==> src/verilog/gdfm_pkg.sv <==
/*
 * Shared constants and types of the gate driver fault manager.
 * Assumes a 100 MHz device clock and a 32-bit AXI4-Lite register bus.
 */
`default_nettype none
package gdfm_pkg;
	// Clock and drive time window choices
	localparam int CLK_PERIOD_NS = 10;
	localparam int TDRV_1US_NS = 1000;
	localparam int TDRV_2US_NS = 2000;
	localparam int TDRV_4US_NS = 4000;
	localparam int TDRV_8US_NS = 8000;
	localparam int TCNT_W = 10;
	localparam logic [1:0] TDRV_SEL_HW = 2'h2;

	// Register byte offsets
	localparam logic [7:0] ADDR_CTRL = 8'h00;
	localparam logic [7:0] ADDR_DIAG = 8'h04;
	localparam logic [7:0] ADDR_CFG = 8'h08;
	localparam logic [7:0] ADDR_STAT = 8'h0C;
	localparam int ADDR_W = 8;

	// Status word field positions
	localparam int ST_FAULT = 0;
	localparam int ST_WARN = 1;
	localparam int ST_OTW = 2;
	localparam int ST_THERMAL_SHUTDOWN_FLAG = 3;
	localparam int ST_GVF_LSB = 4;
	localparam int ST_DS_LSB = 8;
	localparam int ST_HW = 12;

	// Diag word field positions: enable, pull-downs, pull-ups
	localparam int DG_EN = 0;
	localparam int DG_PD_LSB = 1;
	localparam int DG_PU_LSB = 3;
	localparam int DG_W = 5;
	localparam int CFG_W = 4;

	// Pin decode level that switches gate protection off
	localparam logic [2:0] DS_LEVEL_OFF = 3'h6;
	localparam logic [1:0] BRG_INDEP = 2'h0;
	localparam logic [1:0] BRG_SPLIT = 2'h3;
	localparam logic [1:0] RESP_OKAY = 2'h0;
	localparam logic [1:0] RESP_SLVERR = 2'h2;

	typedef enum logic [1:0] {
		GDFM_LATCHED = 2'h0,
		GDFM_CYCLE = 2'h1,
		GDFM_WARN = 2'h2,
		GDFM_OFF = 2'h3
	} gdfm_mode_t;

	// Control word, bit 0 at the bottom
	typedef struct packed {
		logic [1:0] tdrv;
		logic [1:0] brg;
		logic ind;
		gdfm_mode_t mode;
		logic clr;
		logic en;
	} gdfm_ctrl_t;

	localparam int CTRL_W = 9;
	localparam logic [8:0] CTRL_RST = 9'h000;

	// Least time in whole cycles
	function automatic logic [TCNT_W-1:0] ns_to_cyc(input int ns);
		return TCNT_W'((ns + CLK_PERIOD_NS - 1) / CLK_PERIOD_NS);
	endfunction : ns_to_cyc
endpackage : gdfm_pkg
`default_nettype wire

==> src/verilog/gdfm_drive_timer.sv <==
/*
 * Gate drive window timer for one gate.
 * Assumes cmd and cmp are already synchronised to aclk.
 */
`timescale 1ns/100ps
`default_nettype none
module gdfm_drive_timer
	import gdfm_pkg::*;
#(
	parameter int CW = TCNT_W
)
(
	input wire logic aclk,
	input wire logic aresetn,
	input wire logic cmd,
	input wire logic cmp,
	input wire logic [CW-1:0] window,
	output logic timeout
);
	logic [CW-1:0] count;
	wire mismatch = cmd != cmp;
	wire expired = count >= (window - CW'(1));

	// Count while the gate lags its command
	always_ff @(posedge aclk)
	begin
		if (!aresetn || !mismatch)
		begin
			count <= '0;
			timeout <= 1'b0;
		end
		else
		begin
			if (!expired)
				count <= count + CW'(1);
			timeout <= expired;
		end
	end

	// Lagging gate reports after the window
	property p_window;
		@(posedge aclk) disable iff (!aresetn)
		$rose(timeout) |-> $past(mismatch) && $past(expired);
	endproperty
	a_window: assert property (p_window) else $error("gate timeout without full window");
endmodule : gdfm_drive_timer
`default_nettype wire

==> src/verilog/gdfm_top.sv <==
/*
 * Gate driver fault manager: gate voltage, thermal and offline
 * diagnostic supervision with an AXI4-Lite register slave.
 * Assumes all comparator and PWM inputs are asynchronous pins.
 */
`timescale 1ns/100ps
`default_nettype none
// Behaviour
// - Gate that misses its comparator level past the drive window flags a fault.
// - Independent or split bridge modes may shut only the faulty half-bridge.
// - Latched mode pulls gates down, raises fault, holds all until clear.
// - Cycle mode acts latched but next PWM edge releases fault and drive.
// - Warning mode sets warn and gate bit only, held until clear.
// - Disabled mode neither reacts nor reports.
// - Pin variant fixes cycle mode, 4 us window, per-bridge shutdown in independent or split bridge mode.
// - Pin variant turns gate protection off at threshold pin level six.
// - Over warning temperature sets warn and thermal warning, held until clear.
// - Shutdown temperature pulls gates down, stops pump, latches fault.
// - Pin variant recovers from thermal shutdown by itself.
// - Diagnostic enable gates the per-node pull-up and pull-down sources.
// - During diagnostics drain-source status follows the live comparator.
// - Pin variant has no thermal warning and no diagnostics.
// - Register variant selects one of four gate fault modes.
// - Clear command clears ended faults and then returns to zero.
module gdfm_top
	import gdfm_pkg::*;
#(
	parameter int NHB = 2
)
(
	input wire logic aclk,
	input wire logic aresetn,
	input wire logic [ADDR_W-1:0] s_axi_awaddr,
	input wire logic s_axi_awvalid,
	output logic s_axi_awready,
	input wire logic [31:0] s_axi_wdata,
	input wire logic [3:0] s_axi_wstrb,
	input wire logic s_axi_wvalid,
	output logic s_axi_wready,
	output logic [1:0] s_axi_bresp,
	output logic s_axi_bvalid,
	input wire logic s_axi_bready,
	input wire logic [ADDR_W-1:0] s_axi_araddr,
	input wire logic s_axi_arvalid,
	output logic s_axi_arready,
	output logic [31:0] s_axi_rdata,
	output logic [1:0] s_axi_rresp,
	output logic s_axi_rvalid,
	input wire logic s_axi_rready,
	input wire logic [2*NHB-1:0] gate_cmd,
	input wire logic [2*NHB-1:0] gate_cmp,
	input wire logic [NHB-1:0] ds_cmp,
	input wire logic [NHB-1:0] pwm_in,
	input wire logic temp_warn_cmp,
	input wire logic temp_sd_cmp,
	input wire logic driver_disable_pin,
	input wire logic pin_config_strap,
	input wire logic [2:0] ds_level_pin_code,
	output logic fault_indicator_pin_n,
	output logic [NHB-1:0] gate_pulldown_en,
	output logic charge_pump_en,
	output logic [NHB-1:0] switch_node_pulldown_enable,
	output logic [NHB-1:0] switch_node_pullup_enable,
	output logic [CFG_W-1:0] drain_source_threshold
);
	localparam int NG = 2 * NHB;
	localparam int SW = 2 * NG + 2 * NHB + 7;

	// Two-flop synchronisers for every pin input
	logic [SW-1:0] sync_a;
	logic [SW-1:0] sync_b;
	wire [SW-1:0] pins_raw = {gate_cmd, gate_cmp, ds_cmp, pwm_in, temp_warn_cmp,
		temp_sd_cmp, driver_disable_pin, pin_config_strap, ds_level_pin_code};
	always_ff @(posedge aclk)
	begin
		sync_a <= pins_raw;
		sync_b <= sync_a;
	end

	logic [NG-1:0] cmd_s;
	logic [NG-1:0] cmp_s;
	logic [NHB-1:0] ds_s;
	logic [NHB-1:0] pwm_s;
	logic otw_s;
	logic thermal_shutdown_flag_s;
	logic driver_disable_pin_s;
	logic strap_s;
	logic [2:0] lvl_s;
	assign {cmd_s, cmp_s, ds_s, pwm_s, otw_s, thermal_shutdown_flag_s, driver_disable_pin_s, strap_s, lvl_s} = sync_b;

	// Strap caught once the synchroniser holds real pin data
	logic [1:0] strap_cnt;
	logic hw;
	always_ff @(posedge aclk)
	begin
		if (!aresetn)
			strap_cnt <= 2'h0;
		else if (strap_cnt != 2'h3)
			strap_cnt <= strap_cnt + 2'h1;
	end
	always_ff @(posedge aclk)
	begin
		if (!aresetn)
			hw <= 1'b0;
		else if (strap_cnt == 2'h2)
			hw <= strap_s;
	end

	// Register storage
	gdfm_ctrl_t ctrl;
	logic [DG_W-1:0] diag;
	logic [CFG_W-1:0] cfg;

	// Effective configuration
	// pin variant fixed settings
	wire gdfm_mode_t mode = hw ? GDFM_CYCLE : ctrl.mode;
	wire [1:0] tsel = hw ? TDRV_SEL_HW : ctrl.tdrv;
	wire per_hb = (ctrl.brg == BRG_INDEP || ctrl.brg == BRG_SPLIT) && (hw || ctrl.ind);
	wire gate_dis = mode == GDFM_OFF || (hw && lvl_s == DS_LEVEL_OFF);
	wire protect = mode == GDFM_LATCHED || mode == GDFM_CYCLE;
	wire clr_pulse = ctrl.clr && !hw;
	wire drv_en = hw || ctrl.en;

	// Drive window selection
	logic [TCNT_W-1:0] window;
	always_comb
	begin
		unique case (tsel)
			2'h0: window = ns_to_cyc(TDRV_1US_NS);
			2'h1: window = ns_to_cyc(TDRV_2US_NS);
			2'h2: window = ns_to_cyc(TDRV_4US_NS);
			2'h3: window = ns_to_cyc(TDRV_8US_NS);
		endcase
	end

	// One window timer per gate
	logic [NG-1:0] timeout;
	for (genvar g = 0; g < NG; g++)
	begin : g_tmr
		gdfm_drive_timer #(.CW(TCNT_W)) u_tmr (
			.aclk(aclk),
			.aresetn(aresetn),
			.cmd(cmd_s[g]),
			.cmp(cmp_s[g]),
			.window(window),
			.timeout(timeout[g])
		);
	end

	wire [NG-1:0] detect = gate_dis ? '0 : timeout;
	logic [NHB-1:0] pwm_d;
	always_ff @(posedge aclk)
		pwm_d <= pwm_s;
	wire pwm_edge = |(pwm_s ^ pwm_d);

	// Fault flags; a new event wins over any clear
	logic [NG-1:0] gvf;
	logic [NHB-1:0] hold;
	logic warn_gate;
	logic thermal_warning_flag;
	logic thermal_shutdown_flag;
	logic [NHB-1:0] hb_detect;
	logic [NHB-1:0] hb_cond;
	always_comb
	begin
		for (int h = 0; h < NHB; h++)
		begin
			hb_detect[h] = |detect[2*h +: 2];
			hb_cond[h] = |timeout[2*h +: 2];
		end
	end
	wire [NHB-1:0] hold_rel = (mode == GDFM_CYCLE && pwm_edge) ? '1 :
		(clr_pulse ? ~hb_cond : '0);
	always_ff @(posedge aclk)
	begin
		if (!aresetn)
		begin
			gvf <= '0;
			hold <= '0;
			warn_gate <= 1'b0;
		end
		else
		begin
			gvf <= detect | (gvf & ~(clr_pulse ? ~timeout : '0));
			hold <= (protect ? hb_detect : '0) | (hold & ~hold_rel);
			warn_gate <= (mode == GDFM_WARN && |detect) || (warn_gate && !clr_pulse);
		end
	end

	// Thermal flags
	always_ff @(posedge aclk)
	begin
		if (!aresetn)
		begin
			thermal_warning_flag <= 1'b0;
			thermal_shutdown_flag <= 1'b0;
		end
		else
		begin
			thermal_warning_flag <= (otw_s && !hw) || (thermal_warning_flag && !hw && !(clr_pulse && !otw_s));
			thermal_shutdown_flag <= thermal_shutdown_flag_s || (thermal_shutdown_flag && !(hw || clr_pulse));
		end
	end

	wire fault_any = |hold || thermal_shutdown_flag;
	wire warn_any = warn_gate || thermal_warning_flag;

	wire [NHB-1:0] hb_off = per_hb ? hold : {NHB{|hold}};
	wire diag_on = diag[DG_EN] && !hw;
	wire [NHB-1:0] next_pd = diag_on ? diag[DG_PD_LSB +: NHB] : '0;
	wire [NHB-1:0] next_pu = diag_on ? diag[DG_PU_LSB +: NHB] : '0;
	wire [NHB-1:0] ds_status = diag_on ? ds_s : '0;
	wire [NHB-1:0] next_gpd = hb_off | {NHB{thermal_shutdown_flag || driver_disable_pin_s || !drv_en}};

	// Registered pin-side outputs
	always_ff @(posedge aclk)
	begin
		if (!aresetn)
		begin
			fault_indicator_pin_n <= 1'b1;
			gate_pulldown_en <= '1;
			charge_pump_en <= 1'b0;
			switch_node_pulldown_enable <= '0;
			switch_node_pullup_enable <= '0;
		end
		else
		begin
			fault_indicator_pin_n <= !fault_any;
			gate_pulldown_en <= next_gpd;
			charge_pump_en <= !thermal_shutdown_flag;
			switch_node_pulldown_enable <= next_pd;
			switch_node_pullup_enable <= next_pu;
		end
	end
	assign drain_source_threshold = cfg;

	// Status word
	wire [31:0] stat = 32'(ds_status) << ST_DS_LSB | 32'(gvf) << ST_GVF_LSB |
		32'(hw) << ST_HW | 32'(thermal_shutdown_flag) << ST_THERMAL_SHUTDOWN_FLAG | 32'(thermal_warning_flag) << ST_OTW |
		32'(warn_any) << ST_WARN | 32'(fault_any) << ST_FAULT;

	// Byte-lane merge for register writes
	function automatic logic [31:0] merge(input logic [31:0] old, input logic [31:0] nw,
		input logic [3:0] strb);
		logic [31:0] r;
		r = old;
		for (int b = 0; b < 4; b++)
			if (strb[b])
				r[8*b +: 8] = nw[8*b +: 8];
		return r;
	endfunction : merge

	function automatic logic mapped(input logic [ADDR_W-1:0] a);
		return a == ADDR_CTRL || a == ADDR_DIAG || a == ADDR_CFG || a == ADDR_STAT;
	endfunction : mapped

	// Write channel: address and data captured in either order
	logic aw_held;
	logic w_held;
	logic [ADDR_W-1:0] aw_addr;
	logic [31:0] w_data;
	logic [3:0] w_strb;
	wire aw_take = s_axi_awvalid && s_axi_awready;
	wire w_take = s_axi_wvalid && s_axi_wready;
	wire wr_go = aw_held && w_held && !s_axi_bvalid;
	always_ff @(posedge aclk)
	begin
		if (!aresetn)
		begin
			aw_held <= 1'b0;
			w_held <= 1'b0;
			s_axi_awready <= 1'b0;
			s_axi_wready <= 1'b0;
			s_axi_bvalid <= 1'b0;
			s_axi_bresp <= RESP_OKAY;
		end
		else
		begin
			s_axi_awready <= !aw_held && !aw_take;
			s_axi_wready <= !w_held && !w_take;
			if (aw_take)
				aw_held <= 1'b1;
			if (w_take)
				w_held <= 1'b1;
			if (wr_go)
			begin
				aw_held <= 1'b0;
				w_held <= 1'b0;
				s_axi_bvalid <= 1'b1;
				s_axi_bresp <= mapped(aw_addr) ? RESP_OKAY : RESP_SLVERR;
			end
			else if (s_axi_bready)
				s_axi_bvalid <= 1'b0;
		end
	end
	always_ff @(posedge aclk)
	begin
		if (aw_take)
			aw_addr <= s_axi_awaddr;
		if (w_take)
		begin
			w_data <= s_axi_wdata;
			w_strb <= s_axi_wstrb;
		end
	end

	// Register writes; clear bit drops one cycle after it acts
	wire [31:0] ctrl_new = merge(32'(ctrl), w_data, w_strb);
	wire [31:0] diag_new = merge(32'(diag), w_data, w_strb);
	wire [31:0] cfg_new = merge(32'(cfg), w_data, w_strb);
	always_ff @(posedge aclk)
	begin
		if (!aresetn)
		begin
			ctrl <= gdfm_ctrl_t'(CTRL_RST);
			diag <= '0;
			cfg <= '0;
		end
		else
		begin
			ctrl.clr <= 1'b0;
			if (wr_go && aw_addr == ADDR_CTRL)
				ctrl <= gdfm_ctrl_t'(ctrl_new[CTRL_W-1:0]);
			if (wr_go && aw_addr == ADDR_DIAG)
				diag <= diag_new[DG_W-1:0];
			if (wr_go && aw_addr == ADDR_CFG)
				cfg <= cfg_new[CFG_W-1:0];
		end
	end

	// Read channel, one cycle after the address is taken
	logic [31:0] rd_mux;
	always_comb
	begin
		unique case (s_axi_araddr)
			ADDR_CTRL: rd_mux = 32'(ctrl);
			ADDR_DIAG: rd_mux = 32'(diag);
			ADDR_CFG: rd_mux = 32'(cfg);
			ADDR_STAT: rd_mux = stat;
			default: rd_mux = 32'h0000_0000;
		endcase
	end
	wire ar_take = s_axi_arvalid && s_axi_arready;
	always_ff @(posedge aclk)
	begin
		if (!aresetn)
		begin
			s_axi_arready <= 1'b0;
			s_axi_rvalid <= 1'b0;
			s_axi_rdata <= 32'h0000_0000;
			s_axi_rresp <= RESP_OKAY;
		end
		else
		begin
			s_axi_arready <= !s_axi_rvalid && !ar_take;
			if (ar_take)
			begin
				s_axi_rvalid <= 1'b1;
				s_axi_rdata <= rd_mux;
				s_axi_rresp <= mapped(s_axi_araddr) ? RESP_OKAY : RESP_SLVERR;
			end
			else if (s_axi_rready)
				s_axi_rvalid <= 1'b0;
		end
	end

	// Checks next to the logic
	property p_gvf_set;
		@(posedge aclk) disable iff (!aresetn)
		$rose(timeout[0]) && !gate_dis |=> gvf[0];
	endproperty
	a_gvf_set: assert property (p_gvf_set) else $error("gate fault not flagged");

	property p_latched;
		@(posedge aclk) disable iff (!aresetn)
		hold[0] && mode == GDFM_LATCHED && !clr_pulse |=> hold[0] ##1 !fault_indicator_pin_n;
	endproperty
	a_latched: assert property (p_latched) else $error("latched hold lost");

	property p_cycle;
		@(posedge aclk) disable iff (!aresetn)
		hold[0] && mode == GDFM_CYCLE && pwm_edge && !hb_detect[0] |=> !hold[0];
	endproperty
	a_cycle: assert property (p_cycle) else $error("pwm edge did not release");

	property p_warn;
		@(posedge aclk) disable iff (!aresetn)
		mode == GDFM_WARN && |detect && hold == '0 |=> warn_gate && hold == '0;
	endproperty
	a_warn: assert property (p_warn) else $error("warning mode acted");

	property p_off;
		@(posedge aclk) disable iff (!aresetn)
		gate_dis && !gvf[0] |=> !gvf[0];
	endproperty
	a_off: assert property (p_off) else $error("disabled monitor reported");

	property p_otw;
		@(posedge aclk) disable iff (!aresetn)
		otw_s && !hw |=> thermal_warning_flag ##1 stat[ST_WARN];
	endproperty
	a_otw: assert property (p_otw) else $error("thermal warning missed");

	property p_thermal_shutdown_flag;
		@(posedge aclk) disable iff (!aresetn)
		thermal_shutdown_flag |=> !charge_pump_en && !fault_indicator_pin_n && gate_pulldown_en == '1;
	endproperty
	a_thermal_shutdown_flag: assert property (p_thermal_shutdown_flag) else $error("shutdown response missing");

	property p_diag_src;
		@(posedge aclk) disable iff (!aresetn)
		!diag_on |=> switch_node_pullup_enable == '0 && switch_node_pulldown_enable == '0;
	endproperty
	a_diag_src: assert property (p_diag_src) else $error("source on without diag");

	property p_ds_live;
		@(posedge aclk) disable iff (!aresetn)
		ar_take && s_axi_araddr == ADDR_STAT && diag_on
			|=> s_axi_rdata[ST_DS_LSB +: NHB] == $past(ds_s);
	endproperty
	a_ds_live: assert property (p_ds_live) else $error("ds status not live");

	property p_clr;
		@(posedge aclk) disable iff (!aresetn)
		ctrl.clr |=> !ctrl.clr || $past(wr_go);
	endproperty
	a_clr: assert property (p_clr) else $error("clear bit stuck");
endmodule : gdfm_top
`default_nettype wire
==> config.mk <==
export PLATFORM = sky130hd
export DESIGN_NAME = gdfm_top
export DESIGN_NICKNAME = d
export VERILOG_FILES = /design/src/verilog/gdfm_pkg.sv /design/src/verilog/gdfm_drive_timer.sv /design/src/verilog/gdfm_top.sv
export SDC_FILE = /design/constraint.sdc
export NUM_CORES = 1
export LEC_CHECK = 0
export BUFFER_PORTS_ARGS = -buffer_cell sky130_fd_sc_hd__buf_2
export CORE_MARGIN = 4
export CORE_UTILIZATION = 55
export DETAILED_ROUTE_END_ITERATION = 16
export GPL_ROUTABILITY_DRIVEN = 0
export PLACE_DENSITY = 0.89
export RECOVER_POWER = 100
export REMOVE_ABC_BUFFERS = 1
export SETUP_SLACK_MARGIN = 0.02
export SLEW_MARGIN = 5
export SYNTH_ARGS = -nofsm -noshare
export SYNTH_HDL_FRONTEND = slang
export SYNTH_HIERARCHICAL = 1
export SYNTH_SLANG_ARGS = --single-unit
export TNS_END_PERCENT = 1
==> constraint.sdc <==
create_clock -name aclk -period 4.8 [get_ports aclk]
set_input_delay 0.96 -clock aclk [delete_from_list [all_inputs] [get_ports aclk]]
set_output_delay 0.96 -clock aclk [all_outputs]
set_load 0.05 [all_outputs]
* After elaboration in Yosys (flattened, before gate mapping)
Index checks and enable logic that the tools add are counted.
Widths: inputs -> output; s select.
** Operators by class
- Add/sub/neg operators :: 6
- Magnitude comparators :: 4
- Eq/ne operators :: 20
- Muxes and demuxes :: 17
- Bitwise gates (word level) :: 17
- Reductions and logical operators :: 87
** Operators with widths (count)
- $pmux 13 s4 :: 1
- $add 10x1->10 const B :: 4
- $ge 10x10->1 :: 4
- $pmux 10 s4 :: 1
- $eq 8x4->1 const B :: 4
- $logic_and 1x1->1 :: 23
- $logic_or 1x1->1 :: 23
- $logic_not 1->1 :: 20
- $mux 2 :: 9
- $eq 8x3->1 const B :: 2
- $logic_not 8->1 :: 2
- $reduce_or 2->1 :: 7
- $or 10x13->13 :: 1
- $or 13x1->13 :: 1
- $or 13x2->13 :: 1
- $or 13x3->13 :: 1
- $or 13x4->13 :: 1
- $eq 2x2->1 const B :: 6
- $reduce_and 2->1 :: 6
- $or 10x8->10 :: 1
- $sub 10x1->10 const B :: 1
- $mux 4 :: 2
- $not 4->4 :: 2
- $logic_not 2->1 :: 3
- 15 further kinds :: 25
** Word-level totals
- Bits in registers :: 184
- Input port bits :: 78
- Output and inout port bits :: 53
- Logic and storage cells :: 196

* Depth between registers and ports, before layout
Gate-level depths: netlist of run 1.
- Depth after elaboration :: 10
- Depth in mapped cells :: 18
- Gate-level depth less buffers :: 16

* Modules after synthesis
Netlist of run 1, hierarchy kept.
** By module, submodules not included
- gdfm_top :: instances 1, cells each 353, area each 3960.0 um^2, sequential area each 2532.4 um^2
- gdfm_drive_timer at g_tmr[1].u_tmr ... :: instances 2, cells each 103, area each 873.3 um^2, sequential area each 220.2 um^2
- gdfm_drive_timer at g_tmr[0].u_tmr :: instances 1, cells each 101, area each 915.9 um^2, sequential area each 220.2 um^2
- gdfm_drive_timer at g_tmr[2].u_tmr :: instances 1, cells each 105, area each 849.6 um^2, sequential area each 220.2 um^2

* Least setup slack after synthesis of run 1
Ideal clock, no wire load.
- Kind :: reg2reg
- Start :: register hw
- End :: register g_tmr[2].u_tmr.count[9]
- Setup time :: 0.070 ns
- Arrival :: 4.081 ns
- Required time :: 4.730 ns
- Path slack :: 0.649 ns
- Cell stages (with the launch flop) :: 18
- Buffers on the path :: 2
- Period minus slack after synthesis :: 4.151 ns
- Cells stage by stage :: dfxtp_1 -> clkbuf_1 -> inv_1 -> nand2_1 -> inv_1 -> ha_1 -> or4_1 -> nor3_1 -> nand2_1 -> xor2_1 -> ha_1 -> nand4_1 -> a211oi_1 -> a2111o_1 -> or2_0 -> clkbuf_2 -> or4_1 -> a21oi_1
** Between the ends
- Cells in the longest elaborated chain, start to end :: 5
- Elaborated cells on any way between the ends :: 8
- Those cells by class :: 1 x add/sub; 1 x order compare; 3 x eq/ne; 2 x mux; 1 x reduce/logical
** Ends and longest elaborated chain
- start: declaration :: RTL line gdfm_top.sv:93 : logic hw;
- start signal: assignment :: RTL line gdfm_top.sv:106 : hw <= strap_s;
- $mux 2 (*) :: RTL line gdfm_top.sv:117 : wire [1:0] tsel = hw ? TDRV_SEL_HW : ctrl.tdrv;
- $eq 2x2->1 (tied with other cells) :: RTL line gdfm_top.sv:128 : unique case (tsel)
- $pmux 10 s4 (*) :: RTL line gdfm_top.sv:128
- via window[6] :: RTL line gdfm_top.sv:125 : logic [TCNT_W-1:0] window;
- $sub 10x1->10 (*) :: RTL line gdfm_drive_timer.sv:22 : wire expired = count >= (window - CW'(1));
- $ge 10x10->1 (*) :: RTL line gdfm_drive_timer.sv:22
- end signal: assignment :: RTL line gdfm_drive_timer.sv:35 : count <= count + CW'(1);
- end: declaration :: RTL line gdfm_drive_timer.sv:20 : logic [CW-1:0] count;
The timed path passes the listed nets; every way through them passes the cells marked *. The select of a mux whose other input is x is not followed.
A chain may end at the register's enable or synchronous reset.

* Worst setup path in the final report of run 1
- Start :: register hw
- End :: register g_tmr[3].u_tmr.count[6]
** Between the ends
- Cells in the longest elaborated chain, start to end :: 5
- Elaborated cells on any way between the ends :: 8
- Those cells by class :: 1 x add/sub; 1 x order compare; 3 x eq/ne; 2 x mux; 1 x reduce/logical
** Ends and longest elaborated chain (RTL line)
- $mux 2 (*) :: gdfm_top.sv:117
- $eq 2x2->1 (tied with other cells) :: gdfm_top.sv:128
- $pmux 10 s4 (*) :: gdfm_top.sv:128
- via window[6] :: gdfm_top.sv:125
- $sub 10x1->10 (*) :: gdfm_drive_timer.sv:22
- $ge 10x10->1 (*) :: gdfm_drive_timer.sv:22
- end signal: assignment :: gdfm_drive_timer.sv:35
- end: declaration :: gdfm_drive_timer.sv:20
Marked as above.

==> impl_metrics.ini, run 1 <==
[run_status]
status = finished, final reports clean

[yosys]
synthesis.instances = 765
yosys.cell_count.top_type = dfxtp_1
mappedNetlistArea_um2 = 7472
synth.top_cell.area_share = 0.3804
synth-warning-count = 6
synthesis.area_per_instance_um2 = 9.768
synth_top_flop_cell = dfxtp_1
synth-edff-count = 19
synth_seq_cells = 161
synth_cell_types = 69
asyncSetResetFlopFracSynth = 0
synth_seq_area_share = 0.4568
yosys-top-cells-area = dfxtp_1 38%, ha_1 9.0%, edfxtp_1 7.6%, xnor2_1 4.1%, nand2_1 3.5%
yosys-top-cells-count = 142 x dfxtp_1, 70 x nand2_1, 64 x nor2_1, 54 x ha_1, 35 x xnor2_1
yosysTopAreaCell = dfxtp_1

[sta]
timing.final.setup_violations = 0
grt_setup_unrepaired = false
fmax_ghz = 0.2253
post-route-period-util = 0.9248
final_max_slew_viol_count = 0
post-route-min-period_ns = 4.439
timing.hold.ws_ns = 0.3254
finalClockSkew_ns = 0.008646
relSlewSlack = 0.02418
setup_tns_ns = 0
worst-slew-pin-transition_ns = 1.464
timing_hold_violations_final = 0

[pwr]
power_mw = 3.066
netSwitchingPower_mw = 0.7896
p_seq_frac = 0.467
clockPowerShare = 0.434
netSwitchingFraction = 0.2575
leakage_power_of_the_design_nw = 3.565
power_per_cell_area_nw_per_um2 = 355.4
power.ir.vdd_worst_mv = 0.2396
cell_internal_pwr_mw = 2.276
combPwrFrac = 0.099

[cells_and_area]
antenna_cells = 0
layout.nets = 1026
final_area_um2 = 8626
fraction_of_final_layout_cells_sized_beyond_drive_strength_1 = 0.1180
area_growth_pct = 15.44

[detailed_routing]
dr.pass1.iters = 5
post_drt_wl_per_cell_um = 15.11
antenna_left = 0
routed_via_density = 5.438
num_vias = 5889
drc_errors = 0
detailedRoute.firstIterationViolations = 551
totalWireLength_mm = 16.37

[placed_design]
io_buffers = 82
postPlaceCellArea_um2 = 8135
sum_of_net_half_perimeters_after_detailed_placement_mm = 11.74

[setup_path]
timing_startpoint_of_the_critical_path = hw
critical_path.endpoint = g_tmr[3].u_tmr/count[6]
critical_path.startpoint_type = register
crit_fanout = 9
critical_path.endpoint_type = register
ff2ff_setup_slack_ns = 0.36
worstRegToRegCells = 15
worstReg2RegEnd = g_tmr[3].u_tmr/count[6]
r2r-start = hw
worstPathArrival_ns = 4.79
worstSetupPathType = reg -> reg
worst_ep_required_time_ns = 5.15

[cts]
clk_pin_slew_ns = 0.06
post_cts_hold_buffers = 0
ctsHtreeMaxLevel = 4
post_cts_resized = 0
clockBufferDepth = 2
clk_latency_ns = 0.42
cts_num_sinks = 161
postCtsSetupRepairBufs = 0
tritoncts = built
root_buffer = clkbuf_16
cts-buffers-inserted = 17

[global_route]
groute.layer.met1.usage = 0.2587
first_global_vias = 5723
global_route_met3_usage = 0.04631
grt_use_total = 0.2109
grt.met2_usage = 0.3578
global_route.overflow_total = 0
grt_max_degree = 35
number_of_antenna_violations_at_the_first_check_in_global_routing = 0
global_route.peak_usage_layer = met2
grt_pass1_wl_mm = 26.98

[job]
max-cap-violations = 0

[floorplanning]
die_area_um2 = 15510
rows = 42
chipHeight_um = 124.6
die_w_um = 124.6
floorplan.io_pins = 131
core_region_area_um2 = 13300
initial_core_util = 0.5620

[min_path]
hold_path_class = reg -> reg
hold-path-cell-count = 0
-- cell type report --
| cell class | instances | area, um2 |
|---|---|---|
| clock buffer | 20 | 467.9 |
| clock inverter | 12 | 118.9 |
| fill | 1031 | 4669 |
| inverter | 29 | 108.9 |
| multi-input combinational | 596 | 3885 |
| sequential | 161 | 3413 |
| tap | 176 | 220.2 |
| timing repair buffer | 89 | 411.6 |
-- routing by layer --
metal,vias to the layer above,part of all wire
met3,37,0.061
met1,2748,0.42
li1,2883,-
met5,-,0
met4,0,0.025
met2,221,0.49
-- worst min path at each step --
stage,from,end,slack [ns]
detailed placement,sync_a[13],sync_b[13],0.31
global placement,sync_a[5],sync_b[5],0.31
floorplan,sync_a[0],sync_b[0],0.31
CTS,sync_a[13],sync_b[13],0.33
finish,sync_a[13],sync_b[13],0.33
global route,sync_a[11],sync_b[11],0.33
-- cells in the final DEF (no fill, tap or decap), types with 7 or more instances in the layout --
master and n:
a22oi_1 8, clkbuf_1 36, xnor2_1 35, and2_0 7, mux2i_1 14, nand2_1 70, conb_1 61, nor2_1 64
nor3_1 31, ha_1 54, nand3_1 30, and3_1 9, and2_1 8, buf_2 50, o21ai_0 30, nand4_1 14
edfxtp_1 19, nand2b_1 10, inv_1 29, a21oi_1 31, nor4_1 8, dfxtp_1 142, or4_1 8, clkbuf_16 18
xor2_1 26
-- worst max-delay path, cell delays in order (launching register included) --
cell      delay (ns)
dfxtp_1         0.37
inv_1           0.16
nand2_1         0.16
inv_1           0.17
ha_1            0.32
clkbuf_1        0.26
or4_1           0.60
nor4_1          0.25
xnor2_1         0.20
ha_1            0.31
a211o_1         0.30
o211ai_1        0.10
o311ai_1        0.25
nor2_1          0.42
and4_1          0.29
mux2i_1         0.18
-- per-stage QoR --
stage	worst slack [ns]	utilization	cells
after floorplan	0.7459	-	786
after global routing	0.08866	0.6488	1083
after global placement	0.6811	0.6119	1051
final	0.3608	0.6488	1083
after detailed placement	0.5074	0.6119	1051
after CTS	0.4068	0.6560	1083
-- state kept, by name (all words and copies together) (netlist names), 2 cells and up --
| signal | cells |
|---|---|
| g_tmr.u_tmr/count | 40 |
| w_strb | 2 |
| switch_node_pullup_enable | 2 |
| s_axi_rdata | 11 |
| g_tmr.u_tmr/timeout | 4 |
| switch_node_pulldown_enable | 2 |
| aw_addr | 8 |
| strap_cnt | 2 |
| sync_a | 19 |
| hold | 2 |
| diag | 5 |
| ctrl | 9 |
| gvf | 4 |
| sync_b | 19 |
| drain_source_threshold | 4 |
| w_data | 9 |
| pwm_d | 2 |
| gate_pulldown_en | 2 |
-- power groups by stage --
| stage | clock [mW] | combinational, mW | sequential, mW |
|---|---|---|---|
| 6_report | 1.33 | 0.303 | 1.43 |
| 5_1_grt | 1.41 | 0.335 | 1.44 |
| 4_1_cts | 1.35 | 0.305 | 1.43 |
| 3_5_place_dp | 0 | 0.300 | 1.46 |
| 3_3_place_gp | 0 | 0.288 | 1.46 |
| 2_1_floorplan | 0 | 0.202 | 1.47 |
-- cells by family after synthesis --
group / after synthesis / synth area share
muxes: 16 / 0.02327
xor gates and xnor gates: 61 / 0.07150
and+or+nand+nor: 292 / 0.2033
other: 1 / 0.0005019
adders and majority gates: 54 / 0.09042
AOI/OAI and AO/OA: 112 / 0.1068
buffers and inverters: 68 / 0.04739
DFF: 161 / 0.4568
Note: power is estimated with default switching activity, not from simulation.
==> run 2, diff against run 1 <==
--- a/config.mk
+++ b/config.mk
@@ -10,7 +10,7 @@
 export CORE_UTILIZATION = 55
 export DETAILED_ROUTE_END_ITERATION = 16
 export GPL_ROUTABILITY_DRIVEN = 0
-export PLACE_DENSITY = 0.89
+export PLACE_DENSITY_LB_ADDON = 0.2
 export RECOVER_POWER = 100
 export REMOVE_ABC_BUFFERS = 1
 export SETUP_SLACK_MARGIN = 0.02
==> constraint.sdc (replaced) <==
create_clock -name aclk -period 4.8 [get_ports aclk]
set_input_delay 0.24 -clock aclk [delete_from_list [all_inputs] [get_ports aclk]]
set_output_delay 0.24 -clock aclk [all_outputs]
set_load 0.05 [all_outputs]
==> impl_metrics.ini, run 2 (synthesis gave the netlist of run 1 again) <==
[detailed_routing]
num_vias = 5921
detailedRoute.firstIterationViolations = 501
post_drt_wl_per_cell_um = 14.66
antenna_left = 0
dr.pass1.iters = 5
drc_errors = 0
totalWireLength_mm = 16.40
routed_via_density = 5.291

[global_route]
grt_pass1_wl_mm = 28.12
first_global_vias = 6027
grt_max_degree = 42
global_route.overflow_total = 0
grt_use_total = 0.2148
number_of_antenna_violations_at_the_first_check_in_global_routing = 0

[cells_and_area]
antenna_cells = 0
largest_register_ffs = 40
largest_register = g_tmr.u_tmr/count
largest_registers_in_the_final_layout = g_tmr.u_tmr/count: 40 flops, sync_a: 19 flops, sync_b: 19 flops
layout.nets = 1062
area_growth_pct = 20.56
fraction_of_final_layout_cells_sized_beyond_drive_strength_1 = 0.1156
most-common-layout-cells = 142 x dfxtp_1, 70 x nand2_1, 64 x nor2_1
stdcell_count = 1119
layout_commonest_cell = dfxtp_1

[sta]
grt_setup_unrepaired = false
fmax_ghz = 0.2284
final_max_slew_viol_count = 42
finalClockSkew_ns = 0.01121
relSlewSlack = -0.2694
post-route-period-util = 0.9120
setup_tns_ns = 0
timing.final.setup_violations = 0
timing_hold_violations_final = 0
worst-slew-pin-transition_ns = 1.904
post-route-min-period_ns = 4.378

[cts]
post_cts_resized = 0
clk_pin_slew_ns = 0.06
tritoncts = built
root_buffer = clkbuf_16
cts_num_sinks = 161
ctsHtreeMaxLevel = 4
clk_latency_ns = 0.42
postCtsSetupRepairBufs = 0
cts-buffers-inserted = 17
clockBufferDepth = 2

[setup_path]
worstRegToRegCells = 15
worstReg2RegEnd = g_tmr[1].u_tmr/count[9]
r2r-start = ctrl[8]
critical_path.endpoint_type = register
crit_fanout = 9
worstPathArrival_ns = 4.69
worstSetupPathType = reg -> reg
timing_startpoint_of_the_critical_path = ctrl[8]
ff2ff_setup_slack_ns = 0.42
critical_path.startpoint_type = register
worst_ep_required_time_ns = 5.11

[floorplanning]
core_region_area_um2 = 13300
die_area_um2 = 15510
rows = 42
die_w_um = 124.6
initial_core_util = 0.5620
chipHeight_um = 124.6
floorplan.io_pins = 131

[run_status]
failing_checks = max-capacitance violations, max-slew violations
status = complete, but fails checks

[min_path]
hold-path-cell-count = 1
hold_path_class = in -> reg
min_to = w_data[8]
hold_crit_start = s_axi_wdata[8]

[job]
max-cap-violations = 1

[pwr]
p_seq_frac = 0.456
cell_internal_pwr_mw = 2.326
leakage_power_of_the_design_nw = 3.723
netSwitchingPower_mw = 0.8161
power.ir.vdd_worst_mv = 0.2442
combPwrFrac = 0.104
power_per_cell_area_nw_per_um2 = 348.8
netSwitchingFraction = 0.2597
clockPowerShare = 0.441

[placed_design]
sum_of_net_half_perimeters_after_detailed_placement_mm = 11.57
io_buffers = 82
dp.cells = 1052
-- run 2: critical path, cell delays in order, from the launching register on --
cell and delay, ns:
dfxtp_1 0.38, inv_1 0.11, nand2_1 0.14, inv_1 0.18
ha_1 0.37, clkbuf_1 0.21, or4_1 0.57, nor4_1 0.29
xnor2_1 0.17, ha_1 0.26, a211o_1 0.30, o211ai_1 0.09
o311ai_1 0.22, nor3_1 0.59, a21oi_1 0.14, a31o_2 0.24
-- run 2: layer usage --
metal,global-route usage,vias to the layer above,routed length [um],share of wire
met3,0.04417,21,799,0.049
met5,0,-,0,0
met2,0.3670,164,7917,0.48
met1,0.2728,2768,7457,0.45
met4,0.06770,0,225,0.014
li1,-,2968,-,-
-- run 2: worst max path at each step --
stage	endpoint	slack, ns
final	g_tmr[1].u_tmr/count[9]	0.42
after global routing	g_tmr[1].u_tmr/count[9]	0.06
after CTS	g_tmr[2].u_tmr/count[9]	0.48
after detailed placement	g_tmr[2].u_tmr/count[9]	0.53
after global placement	g_tmr[0].u_tmr/count[8]	0.66
after floorplan	g_tmr[0].u_tmr/count[8]	0.75
-- run 2: repair_timing --
action / 4_1_cts / 5_1_grt
endpoints found under the setup margin: 0 / 0
hold buffers: 34 / 1
endpoints found under the hold margin: 34 / 1
-- run 2: cell type report --
| class | count | area, um2 |
|---|---|---|
| repair buffers | 125 | 767.0 |
| clock inverters | 14 | 167.7 |
| multi-input cells | 596 | 3892 |
| well taps | 176 | 220.2 |
| flip-flops and latches | 161 | 3413 |
| fillers | 1076 | 4287 |
| clock buffers | 18 | 439.2 |
| inverters | 29 | 108.9 |
-- run 2: metrics by stage --
stage	setup WS, ns	hold slack, ns	instance area (um2)	total power [mW]	utilization
2_1_floorplan	0.7459	0.2677	7452	1.675	-
3_3_place_gp	0.6601	0.3106	8143	1.747	0.6125
3_5_place_dp	0.5256	0.3121	8143	1.763	0.6125
4_1_cts	0.4836	0.001167	9090	3.147	0.6837
5_1_grt	0.06004	0.001832	9009	3.257	0.6776
6_report	0.4223	0.01800	9009	3.142	0.6776
-- run 2: power by group through the flow --
stage | combinational (mW) | clock [mW] | sequential (mW)
floorplan | 0.202 | 0 | 1.47
global placement | 0.289 | 0 | 1.46
detailed placement | 0.303 | 0 | 1.46
CTS | 0.326 | 1.39 | 1.43
global route | 0.360 | 1.46 | 1.44
finish | 0.327 | 1.38 | 1.43
==> run 3, diff against run 2 <==
--- a/config.mk
+++ b/config.mk
@@ -5,9 +5,10 @@
 export SDC_FILE = /design/constraint.sdc
 export NUM_CORES = 1
 export LEC_CHECK = 0
+export ABC_AREA = 1
 export BUFFER_PORTS_ARGS = -buffer_cell sky130_fd_sc_hd__buf_2
 export CORE_MARGIN = 4
-export CORE_UTILIZATION = 55
+export CORE_UTILIZATION = 35
 export DETAILED_ROUTE_END_ITERATION = 16
 export GPL_ROUTABILITY_DRIVEN = 0
 export PLACE_DENSITY_LB_ADDON = 0.2
==> impl_metrics.ini, run 3 <==
[run_status]
status = finished, final reports clean

[cts]
clk_pin_slew_ns = 0.07
cts-buffers-inserted = 17
ctsHtreeMaxLevel = 4
post_cts_resized = 0
clk_latency_ns = 0.42
tritoncts = built
cts_num_sinks = 161
postCtsSetupRepairBufs = 0
clockBufferDepth = 2
root_buffer = clkbuf_16

[global_route]
grt_max_degree = 30
grt_use_total = 0.1387
number_of_antenna_violations_at_the_first_check_in_global_routing = 0
first_global_vias = 6287
global_route.overflow_total = 0
grt_pass1_wl_mm = 29.82

[setup_path]
critical_path.endpoint_type = register
worstPathArrival_ns = 4.32
crit_fanout = 16
critical_path.startpoint_type = register
timing_startpoint_of_the_critical_path = hw
worstSetupPathType = reg -> reg
ff2ff_setup_slack_ns = 0.83
r2r-start = hw
worst_ep_required_time_ns = 5.14

[sta]
timing_hold_violations_final = 0
post-route-min-period_ns = 3.974
worst-slew-pin-transition_ns = 1.369
post-route-period-util = 0.8279
fmax_ghz = 0.2516
finalClockSkew_ns = 0.01123
timing.final.setup_violations = 0
setup_tns_ns = 0
relSlewSlack = 0.08763
grt_setup_unrepaired = false
final_max_slew_viol_count = 0

[detailed_routing]
num_vias = 6808
antenna_left = 0
totalWireLength_mm = 17.83
detailedRoute.firstIterationViolations = 270
drc_errors = 0
post_drt_wl_per_cell_um = 11.49
dr.pass1.iters = 4
routed_via_density = 4.387

[pwr]
leakage_power_of_the_design_nw = 4.361
power_per_cell_area_nw_per_um2 = 320.8
power.ir.vdd_worst_mv = 0.2744

[floorplanning]
chipHeight_um = 161.5
die_area_um2 = 26070
core_region_area_um2 = 22920
initial_core_util = 0.3597
floorplan.io_pins = 131
rows = 55
die_w_um = 161.5

[placed_design]
io_buffers = 82
sum_of_net_half_perimeters_after_detailed_placement_mm = 13.08
postPlaceCellArea_um2 = 8891

[yosys]
synth.top_cell.area_share = 0.3449
yosys-top-cells-count = 272 x nand2_1, 145 x inv_1, 142 x dfxtp_1, 112 x nor2_1, 77 x a21oi_1
yosys.area_share.simple = 0.2678
largest_family_of_logic_cells_by_synthesized_area = simple AND/OR/NAND/NOR gates
synth_seq_cells = 161
yosys.cell_count.top_type = nand2_1
asyncSetResetFlopFracSynth = 0
synth_top_flop_cell = dfxtp_1
synth_xor_xnor_area_share = 0.04251
synth-edff-count = 19
synthesis.area_per_instance_um2 = 7.547
synthesis.instances = 1092
synth_seq_area_share = 0.4141
mappedNetlistArea_um2 = 8242
synth-warning-count = 6
yosysTopAreaCell = dfxtp_1
synth_cell_types = 40
post_synth_fa_ha_maj_area_fraction = 0.08198
synth.mux.area_fraction = 0
yosys-top-cells-area = dfxtp_1 34%, nand2_1 12%, ha_1 8.2%, edfxtp_1 6.9%, inv_1 6.6%
compound_cell_area_share_of_the_yosys_netlist = 0.08714

[cells_and_area]
final_area_um2 = 9736
most-common-layout-cells = 274 x nand2_1, 145 x inv_1, 142 x dfxtp_1
fraction_of_final_layout_cells_sized_beyond_drive_strength_1 = 0.08878
largest_register_ffs = 40
layout_commonest_cell = nand2_1
layout.nets = 1358
antenna_cells = 0
area_growth_pct = 18.13
final_util = 0.4248
largest_register = g_tmr.u_tmr/count
largest_registers_in_the_final_layout = g_tmr.u_tmr/count: 40 flops, sync_a: 19 flops, sync_b: 19 flops

[min_path]
hold_path_class = in -> reg
hold_crit_start = s_axi_bready

[job]
max-cap-violations = 0
[run 3: changes by cell type in the layout (fill, tap and decap cells not counted), moves of 10 or more]
cell,change
a21oi_1,+48
conb_1,-26
nor2_1,+54
inv_1,+116
nand2_1,+204
nand2b_1,-10
nand3_1,+37
mux2i_1,-14
xnor2_1,-19
nor3_1,-17
[run 3: logic make-up (layout without fill, tap and decap cells)]
logic type      count (synthesis)  count (layout)
compound gates                129             129
xor+xnor                       40              40
fa+ha+maj                      54              54
buf+inv                       195             308
flops                         161             161
other cells                     1              35
simple gates                  512             512
[run 3: final cells by class]
class / instances / area [um2]
tap: 313 / 391.6
timing repair buffer: 122 / 764.5
multi-input combinational: 770 / 3993
inverter: 154 / 578.1
fill: 2371 / 13180
sequential: 161 / 3413
clock inverter: 14 / 166.4
clock buffer: 18 / 429.2
[run 3: repair_timing]
action	in CTS	in global routing
hold buffers	38	0
hold endpoints to repair	38	0
endpoints found under the setup margin	0	0
[run 3: path summary, 6_finish.rpt]
path	endpoint	cells past startpoint
setup / recovery	g_tmr[2].u_tmr/count[9]	15
hold / removal	s_axi_bvalid	4
setup reg to reg	g_tmr[2].u_tmr/count[9]	15
hold reg to reg	sync_b[12]	0
[run 3: through the flow]
stage / instances / hold slack (ns) / power [mW] / worst slack (ns)
6_report: 1552 / 0.06500 / 3.123 / 0.8258
5_1_grt: 1552 / 0.03446 / 3.284 / 0.3774
4_1_cts: 1552 / 0.04029 / 3.180 / 1.094
3_5_place_dp: 1482 / 0.3121 / 1.759 / 1.103
3_3_place_gp: 1482 / 0.3109 / 1.753 / 1.184
2_1_floorplan: 1085 / 0.2677 / 1.679 / 1.342
[run 3: metal layers]
| metal | global-route usage | part of all wire | vias up |
|---|---|---|---|
| li1 | - | - | 3695 |
| met1 | 0.1875 | 0.50 | 2990 |
| met2 | 0.2220 | 0.45 | 101 |
| met3 | 0.02807 | 0.031 | 22 |
| met4 | 0.04653 | 0.019 | 0 |
| met5 | 0 | 0 | - |
[run 3: report_power, final]
group	switching (mW)	total (mW)	leakage, nW	internal [mW]
clock	0.594	1.38	0.290	0.786
sequential	0.0260	1.43	1.34	1.41
combinational	0.205	0.312	2.73	0.107
[run 3: critical path, stage by stage (launching register included)]
cell and delay, ns:
dfxtp_1 0.43, nor2_1 0.14, buf_4 0.24, inv_1 0.09, ha_1 0.46, inv_1 0.28
nor2_1 0.16, nand4_1 0.12, xor2_1 0.17, ha_1 0.30, nand2_1 0.08, nor2_1 0.26
nand3_1 0.40, nand3_1 0.50, nand2_1 0.10, a21oi_1 0.15
